File: config.mk
export PLATFORM = sky130hd
export DESIGN_NAME = bsfl_top
export DESIGN_NICKNAME = d
export VERILOG_FILES = /design/src/core/bsfl_pkg.sv /design/src/core/bsfl_ilim_if.sv /design/src/core/bsfl_ilim.sv /design/src/core/bsfl_top.sv
export VERILOG_INCLUDE_DIRS = /design/src /design/src/core
export SDC_FILE = /design/constraint.sdc
export NUM_CORES = 1
export LEC_CHECK = 0
export ABC_AREA = 1
export BUFFER_PORTS_ARGS = -buffer_cell sky130_fd_sc_hd__buf_2
export CORE_MARGIN = 2
export CORE_UTILIZATION = 59
export DETAILED_ROUTE_END_ITERATION = 10
export GPL_ROUTABILITY_DRIVEN = 1
export HOLD_SLACK_MARGIN = 0.06
export PLACE_DENSITY = 0.81
export SLEW_MARGIN = 20
export SYNTH_ARGS = -nofsm -noshare
export SYNTH_HDL_FRONTEND = slang
export SYNTH_SLANG_ARGS = --single-unit
export TNS_END_PERCENT = 1
File: constraint.sdc
create_clock -name clk_sys -period 2.85 [get_ports clk_sys]
set_clock_uncertainty 0.1 [all_clocks]
set_input_delay 0.1425 -clock clk_sys [delete_from_list [all_inputs] [get_ports clk_sys]]
set_output_delay 0.1425 -clock clk_sys [all_outputs]
set_load 0.005 [all_outputs]
File: src/core/bsfl_defines.svh
`ifndef BSFL_DEFINES_SVH
`define BSFL_DEFINES_SVH

// ----------------------------------------------------------------
// Clock and timing
// ----------------------------------------------------------------
`define BSFL_CLK_MHZ          40
// Debounce 8.0 ms, held in tenths of a millisecond
`define BSFL_DEB_TIME_MS_X10  80
`define BSFL_DEB_CYCLES       (`BSFL_DEB_TIME_MS_X10 * `BSFL_CLK_MHZ * 100)
// Ramp step intervals 2.0 us and 4.0 us, held in nanoseconds
`define BSFL_STEP_FAST_NS     2000
`define BSFL_STEP_SLOW_NS     4000
`define BSFL_STEP_FAST_CYC    (`BSFL_STEP_FAST_NS * `BSFL_CLK_MHZ / 1000)
`define BSFL_STEP_SLOW_CYC    (`BSFL_STEP_SLOW_NS * `BSFL_CLK_MHZ / 1000)

// ----------------------------------------------------------------
// Voltage codes, in units of 12.5 mV
// ----------------------------------------------------------------
`define BSFL_TRK_BASE         9'h030
`define BSFL_FIX_V0           9'h058
`define BSFL_FIX_V1           9'h060
`define BSFL_FIX_V2           9'h06c
`define BSFL_FIX_V3           9'h078
`define BSFL_FIX_V4           9'h090
`define BSFL_FIX_V5           9'h0c8
`define BSFL_FIX_V6           9'h0f0
`define BSFL_FIX_VMAX         9'h108

// ----------------------------------------------------------------
// Widths and reset values
// ----------------------------------------------------------------
`define BSFL_SP_W             6
`define BSFL_VC_W             9
`define BSFL_SP_RST           6'h00
`define BSFL_VC_RST           9'h000

`endif

File: src/core/bsfl_pkg.sv
`include "bsfl_defines.svh"

package bsfl_pkg;
    // Operating state of the power controller, supplied by the sequencer
    typedef enum logic [1:0] {
        st_off,
        st_run,
        st_standby,
        st_sleep
    } bsfl_pmic_state_t;

    // Setpoint field selector for host writes
    typedef enum logic [1:0] {
        sel_run,
        sel_standby,
        sel_sleep,
        sel_none
    } bsfl_sel_t;

    typedef logic [`BSFL_SP_W-1:0] bsfl_sp_t;
    typedef logic [`BSFL_VC_W-1:0] bsfl_vc_t;
endpackage

File: src/core/bsfl_ilim_if.sv
// Current-limit signals shared by the top and the limiter; index 0 high side, 1 low side
interface bsfl_ilim_if;
    logic [1:0] raw;
    logic       cycle_start;
    logic [1:0] status_clr;
    logic [1:0] sense;
    logic [1:0] status;
    logic [1:0] cut;

    modport lim (
        input  raw,
        input  cycle_start,
        input  status_clr,
        output sense,
        output status,
        output cut
    );

    modport ctl (
        output raw,
        output cycle_start,
        output status_clr,
        input  sense,
        input  status,
        input  cut
    );
endinterface

File: src/core/bsfl_ilim.sv
`include "bsfl_defines.svh"

module bsfl_ilim
    import bsfl_pkg::*;
#(
    parameter int unsigned DEB_CYCLES = `BSFL_DEB_CYCLES
) (
    // Clock and reset
    input  wire logic clk_sys,
    input  wire logic rst_n,
    // Limiter side of the current-limit carrier
    bsfl_ilim_if.lim  lim
);
    // ----------------------------------------------------------------
    // One identical limiter per switch
    // ----------------------------------------------------------------
    localparam logic [23:0] DEB_LAST = 24'(DEB_CYCLES);

    genvar gi;
    generate
        for (gi = 0; gi < 2; gi++) begin : g_side
            logic [2:0]  sync_ff;
            logic        filt_ff;
            logic        cut_ff;
            logic        stat_ff;
            logic [23:0] deb_cnt_ff;

            // Comparator is asynchronous; stage 0 only feeds stage 1
            always_ff @(posedge clk_sys or negedge rst_n) begin
                if (!rst_n) begin
                    sync_ff <= 3'h0;
                end else begin
                    sync_ff <= {sync_ff[1:0], lim.raw[gi]};
                end
            end

            // A change counts once stages 1 and 2 agree
            always_ff @(posedge clk_sys or negedge rst_n) begin
                if (!rst_n) begin
                    filt_ff <= 1'b0;
                end else if (sync_ff[1] == sync_ff[2]) begin
                    filt_ff <= sync_ff[2];
                end
            end

            // Switch held off for the rest of the switching cycle; a hit wins
            always_ff @(posedge clk_sys or negedge rst_n) begin
                if (!rst_n) begin
                    cut_ff <= 1'b0;
                end else if (filt_ff) begin
                    cut_ff <= 1'b1;
                end else if (lim.cycle_start) begin
                    cut_ff <= 1'b0;
                end
            end

            // Continuous-fault timer, restarts on any gap, saturates
            always_ff @(posedge clk_sys or negedge rst_n) begin
                if (!rst_n) begin
                    deb_cnt_ff <= 24'h000000;
                end else if (!filt_ff) begin
                    deb_cnt_ff <= 24'h000000;
                end else if (deb_cnt_ff != DEB_LAST) begin
                    deb_cnt_ff <= deb_cnt_ff + 24'h000001;
                end
            end

            // Sticky status; a fault past its debounce in the clear cycle keeps it set
            always_ff @(posedge clk_sys or negedge rst_n) begin
                if (!rst_n) begin
                    stat_ff <= 1'b0;
                end else if (filt_ff && deb_cnt_ff == DEB_LAST) begin
                    stat_ff <= 1'b1;
                end else if (lim.status_clr[gi]) begin
                    stat_ff <= 1'b0;
                end
            end

            assign lim.sense[gi]  = filt_ff;
            assign lim.cut[gi]    = cut_ff;
            assign lim.status[gi] = stat_ff;
        end
    endgenerate
endmodule

File: src/core/bsfl_top.sv
`include "bsfl_defines.svh"

module bsfl_top
    import bsfl_pkg::*;
#(
    parameter int unsigned DEB_CYCLES = `BSFL_DEB_CYCLES
) (
    // Clock and reset
    input  wire logic             clk_sys,
    input  wire logic             rst_n,
    // Sequencer and one-time-programmed configuration
    input  var  bsfl_pmic_state_t pmic_state,
    input  wire logic [5:0]       programmed_default_setpoint,
    input  wire logic             tracking_mode_select,
    input  wire logic             processor_reset_out_n,
    // Host setpoint access
    input  wire logic             host_wr_en,
    input  var  bsfl_sel_t        host_wr_sel,
    input  wire logic [5:0]       host_wr_data,
    input  wire logic             transition_speed_bit,
    output logic                  host_wr_refused,
    output logic [5:0]            run_setpoint,
    output logic [5:0]            standby_setpoint,
    output logic [5:0]            sleep_setpoint,
    // Regulator reference, in 12.5 mV units
    output logic [8:0]            target_code,
    output logic [8:0]            ref_code,
    output logic                  ramp_busy,
    // Current limit
    input  wire logic             hs_ilim_raw,
    input  wire logic             ls_ilim_raw,
    input  wire logic             switch_cycle_start,
    input  wire logic             hs_status_clr,
    input  wire logic             ls_status_clr,
    output logic                  hs_switch_off,
    output logic                  ls_switch_off,
    output logic                  hs_ilim_sense,
    output logic                  ls_ilim_sense,
    output logic                  hs_ilim_status,
    output logic                  ls_ilim_status
);
    // ----------------------------------------------------------------
    // Constants
    // ----------------------------------------------------------------
    localparam logic [7:0] STEP_FAST = 8'(`BSFL_STEP_FAST_CYC);
    localparam logic [7:0] STEP_SLOW = 8'(`BSFL_STEP_SLOW_CYC);

    // ----------------------------------------------------------------
    // Current-limit protection
    // ----------------------------------------------------------------
    bsfl_ilim_if ilim_bus ();

    assign ilim_bus.raw         = {ls_ilim_raw, hs_ilim_raw};
    assign ilim_bus.cycle_start = switch_cycle_start;
    assign ilim_bus.status_clr  = {ls_status_clr, hs_status_clr};

    bsfl_ilim #(
        .DEB_CYCLES (DEB_CYCLES)
    ) u_ilim (
        .clk_sys (clk_sys),
        .rst_n   (rst_n),
        .lim     (ilim_bus.lim)
    );

    // Limiter outputs come straight from its flops
    assign hs_switch_off  = ilim_bus.cut[0];
    assign ls_switch_off  = ilim_bus.cut[1];
    assign hs_ilim_sense  = ilim_bus.sense[0];
    assign ls_ilim_sense  = ilim_bus.sense[1];
    assign hs_ilim_status = ilim_bus.status[0];
    assign ls_ilim_status = ilim_bus.status[1];

    // ----------------------------------------------------------------
    // Startup detection
    // ----------------------------------------------------------------
    bsfl_pmic_state_t prev_state_ff;
    logic             startup;
    logic             startup_d_ff;

    always_ff @(posedge clk_sys or negedge rst_n) begin
        if (!rst_n) begin
            prev_state_ff <= st_off;
        end else begin
            prev_state_ff <= pmic_state;
        end
    end

    assign startup = (prev_state_ff == st_off) && (pmic_state == st_run);

    // Delayed startup marks the cycle the freshly loaded fields are visible
    always_ff @(posedge clk_sys or negedge rst_n) begin
        if (!rst_n) begin
            startup_d_ff <= 1'b0;
        end else begin
            startup_d_ff <= startup;
        end
    end

    // ----------------------------------------------------------------
    // Setpoint fields
    // ----------------------------------------------------------------
    bsfl_sp_t sp_ff [3];
    logic     wr_ok;
    logic     refused_ff;

    // Write gate: tracking_mode_select low, processor out of reset, a real field
    assign wr_ok = host_wr_en && !tracking_mode_select && processor_reset_out_n
                   && (host_wr_sel != sel_none);

    genvar gi;
    generate
        for (gi = 0; gi < 3; gi++) begin : g_sp
            // Startup copy beats a host write in the same cycle
            always_ff @(posedge clk_sys or negedge rst_n) begin
                if (!rst_n) begin
                    sp_ff[gi] <= `BSFL_SP_RST;
                end else if (startup) begin
                    sp_ff[gi] <= programmed_default_setpoint;
                end else if (wr_ok && host_wr_sel == bsfl_sel_t'(gi)) begin
                    sp_ff[gi] <= host_wr_data;
                end
            end
        end
    endgenerate

    // Flag writes that the field protection dropped, for host visibility
    always_ff @(posedge clk_sys or negedge rst_n) begin
        if (!rst_n) begin
            refused_ff <= 1'b0;
        end else begin
            refused_ff <= host_wr_en && (!wr_ok || startup);
        end
    end

    assign host_wr_refused  = refused_ff;
    assign run_setpoint     = sp_ff[0];
    assign standby_setpoint = sp_ff[1];
    assign sleep_setpoint   = sp_ff[2];

    // ----------------------------------------------------------------
    // Code decode
    // ----------------------------------------------------------------
    // Fixed-reference list is short, so a case beats a table memory
    function automatic bsfl_vc_t decode(input bsfl_sp_t code, input logic fixed_ref);
        bsfl_vc_t v;
        v = `BSFL_FIX_VMAX;
        if (!fixed_ref) begin
            v = `BSFL_TRK_BASE + {3'h0, code};
        end else begin
            case (code)
                6'h00:   v = `BSFL_FIX_V0;
                6'h01:   v = `BSFL_FIX_V1;
                6'h02:   v = `BSFL_FIX_V2;
                6'h03:   v = `BSFL_FIX_V3;
                6'h04:   v = `BSFL_FIX_V4;
                6'h05:   v = `BSFL_FIX_V5;
                6'h06:   v = `BSFL_FIX_V6;
                default: v = `BSFL_FIX_VMAX;
            endcase
        end
        return v;
    endfunction

    // Pick the field for the present state; off keeps the run field
    bsfl_sp_t active_sp;

    always_comb begin
        case (pmic_state)
            st_standby: active_sp = sp_ff[1];
            st_sleep:   active_sp = sp_ff[2];
            default:    active_sp = sp_ff[0];
        endcase
    end

    bsfl_vc_t nxt_target;
    bsfl_vc_t target_ff;

    assign nxt_target = decode(active_sp, tracking_mode_select);

    always_ff @(posedge clk_sys or negedge rst_n) begin
        if (!rst_n) begin
            target_ff <= `BSFL_VC_RST;
        end else begin
            target_ff <= nxt_target;
        end
    end

    assign target_code = target_ff;

    // ----------------------------------------------------------------
    // Reference ramp
    // ----------------------------------------------------------------
    bsfl_vc_t   ref_ff;
    logic [7:0] tick_cnt_ff;
    logic [7:0] step_last;
    logic       step_now;

    assign step_last = transition_speed_bit ? (STEP_SLOW - 8'h01) : (STEP_FAST - 8'h01);
    assign step_now  = (tick_cnt_ff >= step_last);

    // Interval counter runs only while a move is pending
    always_ff @(posedge clk_sys or negedge rst_n) begin
        if (!rst_n) begin
            tick_cnt_ff <= 8'h00;
        end else if (pmic_state == st_off || ref_ff == target_ff || step_now) begin
            tick_cnt_ff <= 8'h00;
        end else begin
            tick_cnt_ff <= tick_cnt_ff + 8'h01;
        end
    end

    // Startup lands on the loaded value directly; later changes ramp
    always_ff @(posedge clk_sys or negedge rst_n) begin
        if (!rst_n) begin
            ref_ff <= `BSFL_VC_RST;
        end else if (pmic_state == st_off) begin
            ref_ff <= `BSFL_VC_RST;
        end else if (startup_d_ff) begin
            ref_ff <= nxt_target;
        end else if (step_now && ref_ff < target_ff) begin
            ref_ff <= ref_ff + 9'h001;
        end else if (step_now && ref_ff > target_ff) begin
            ref_ff <= ref_ff - 9'h001;
        end
    end

    assign ref_code  = ref_ff;
    assign ramp_busy = (pmic_state != st_off) && (ref_ff != target_ff);
endmodule

==> metrics <==
area of the core region=a little under 10000 µm²; Core Util, Final=73.2%; mapped cell area=5990 µm²; Commonest cells post-synth=155 x nand2_1, 111 x inv_1, 108 x dfrtp_1, 63 x nor2_1, 52 x o21ai_0; CP max-delay cell=fa_2; RSZ-0062 raised after global routing=yes; routed vias/inst=5.57; status=finished, final reports clean; CP delay by family, top=simple AND/OR/NAND/NOR gates; # IOs=about 70; CTS Buf Count=9; # setup viols final=0; # diodes=0; EDFF count, synth=0; Mapped Cells=745; Synthesis Warnings=0; Die Y=105 µm; vias in the first global route=around 5.5k; final hold vios=0; Max Slew Vio Count=0; Critical Path Max Stage Delay=between 400 and 500 ps; DRT Pass-1 Iters=5; setup ws final=46.0 ps; met2 Use GR=between 40% and 50%; initial antenna violation count=0; Final HPWL DP=roughly 9800 µm; WS Path Type=reg2reg; # Max-Cap Violations=0; port bufs=70; Tmin final=2800 ps; flops & latches, synth=around 110; Fin Hold WS=between 90 and 100 ps; CTS tree=done; CP arrival=about 3000 ps; type of the tightest min-delay check=in2reg; number of fill cells=762; async set or reset register ratio after synthesis=100%; worst slew pin tran=588 ps; number of buffers and inverters on the critical path=2; Via Count=approximately 5.5k; Die Wd=between 100 and 150 µm; most common cell in the netlist=nand2_1; Residual DRC=0; sequential fraction of the synthesis area=a little under half; Die ar.=about 11000 µm²; Initial Util=61.0%; initial DRC count=approximately 280; Yosys top cell area share=45.1%; predominant post-synthesis flop cell=dfrtp_1; CTS max path bufs=2; nets@finish=approximately 900; CP max FO=5; Global Route Usage Sum=a little over a quarter; Leakage=approximately 3.5 nW; Worst setup EP type=register; clk_lat worst skew=380 ps; first-pass GRT wire length=about 24000 µm; Layout Cells excl Fill=slightly below 1k; Fmax achieved=roughly 360 MHz; Clock Sinks=about 110; Root Buffer=clkbuf_8; GRT met1 Usage=about a third; multi-input logic area=roughly 2900 µm²; biggest area consumer among synthesized cells=dfrtp_1; CP Cell Sequence=ha_1, nand2_2, inv_2, nand2_1, nand2_2, a21oi_4, nand3_4, fa_2, nand3_2, nand2_2, a31oi_1, inv_1, nand2_1, nand3_1, nand3_1, nand2_1; Post-Place Worst Slack=-37.8 ps; worst vdd ir=between 0.3 and 0.4 mV; Post-Syn Nets=between 700 and 800; largest net degree at the start of global routing=between 60 and 70; Sequential Area=around 2700 µm²; Core Rows=36; clock slew at reported path FFs=approximately 100 ps; Slew HR=about three fifths; GP Congestion=roughly 0.9; Post-Route WL=roughly 14000 µm; total grt overflow=0; share of cells above drive strength 1=between 10% and 20%; placed insts=around 950; Final period util=between 90% and 100%; wire length per cell=14.1 µm; Netlist cell types=46; DRT antenna net count=0; H-Tree Level Count=3; Worst Path Required=3030 ps; Syn Area/Cell=between 8 and 9 µm²; M3 GR Usage=5.86%; P&R area growth vs syn=19.9%; PD cells=650 nW/µm²; grt peak-use layer=met2; type of origin of the critical path=register; Synth area leaders=dfrtp_1 45%, nand2_1 9.7%, inv_1 7.0%
tightest hold or removal path: stages:
cell and delay (ps):
buf_2 120, a21oi_1 90, a21boi_0 170
placed cells by master, fill, tap and decap left out, types with 21 or more instances in the layout:
master / netlist / routed
dfrtp_1: 108 / 108
nand2_1: 155 / 149
buf_2: 2 / 69
nand4_1: 21 / 21
inv_1: 111 / 109
nor2_1: 63 / 61
dlygate4sd3_1: 0 / 24
o21ai_0: 52 / 51
a21oi_1: 47 / 44
nand3_1: 45 / 44
through the flow:
step / instance area [µm²] / setup TNS, ps / power, mW
final: 7190 / 0 / 4.67
after global routing: 7190 / -206 / 4.99
after CTS: 7010 / 0 / 4.43
after detailed placement: 6520 / -115 / 3.29
after global placement: 6520 / 0 / 3.24
after floorplan: 5990 / 0 / 2.78
sequential cells by signal, summed over array words and instances (netlist names):
signal	flops
u_ilim.g_side.deb_cnt_ff	48
ref_code	9
target_code	9
tick_cnt_ff	8
run_setpoint	6
sleep_setpoint	6
standby_setpoint	6
u_ilim.g_side.sync_ff	6
prev_state_ff	2
u_ilim.g_side.cut_ff	2
u_ilim.g_side.filt_ff	2
u_ilim.g_side.stat_ff	2
host_wr_refused	1
startup_d_ff	1
per-layer routing:
| layer | wire (µm) | share of wire [%] |
|---|---|---|
| met2 | 6920 | 49 |
| met3 | 744 | 5.3 |
| met1 | 6050 | 43 |
| met5 | 0 | 0 |
| met4 | 274 | 2.0 |
layout make-up:
| type | count | area share (%) |
|---|---|---|
| Inverter | 117 | 6.14 |
| Sequential cell | 108 | 37.6 |
| Timing Repair Buffer | 109 | 9.99 |
| Multi-Input combinational cell | 510 | 40.7 |
| Clock buffer | 10 | 1.91 |
| Tap cell | 133 | 2.31 |
| Clock inverter | 4 | 1.37 |
report_power, final:
group,switching [mW],internal (mW),leakage [nW]
combinational,0.969,0.757,1.96
sequential,0.138,1.71,1.41
clock,0.496,0.599,0.118
total,1.60,3.07,3.48
cells by family (layout without fill, tap and decap cells):
kind of cell	Yosys count	in the layout	share of synthesized area, %
buffers and inverters	128	240	8.66
AO/OA/AOI/OAI	129	129	12.3
AND/OR/NAND/NOR	344	345	26.9
adder cells (fa/ha/maj)	29	29	6.09
XOR/XNOR	7	7	1.02
flip-flops	108	108	45.1
timing repair:
item / in CTS / in global routing
pin swaps: 1 / 14
resized for setup: 2 / 25
setup buffers: 1 / 5
hold endpoints to repair: 75 / 0
hold buffers: 24 / 0
setup endpoints to repair: 5 / 6
gates cloned: 1 / 0
worst paths after layout:
kind                                                  start                          end  slack [ps]  cells past startpoint
min in group asynchronous                             rst_n  u_ilim.g_side[0].sync_ff[0]         210                      2
max in group asynchronous                             rst_n                  ref_code[6]        1730                      3
worst max register to register                  ref_code[7]                  ref_code[8]          50                     16
worst max-delay path                            ref_code[7]                  ref_code[8]          50                     16
worst min-delay path                         host_wr_sel[0]              host_wr_refused          90                      3
worst min register to register  u_ilim.g_side[1].sync_ff[0]  u_ilim.g_side[1].sync_ff[1]         260                      0
Note: power is estimated with default switching activity, not from simulation.
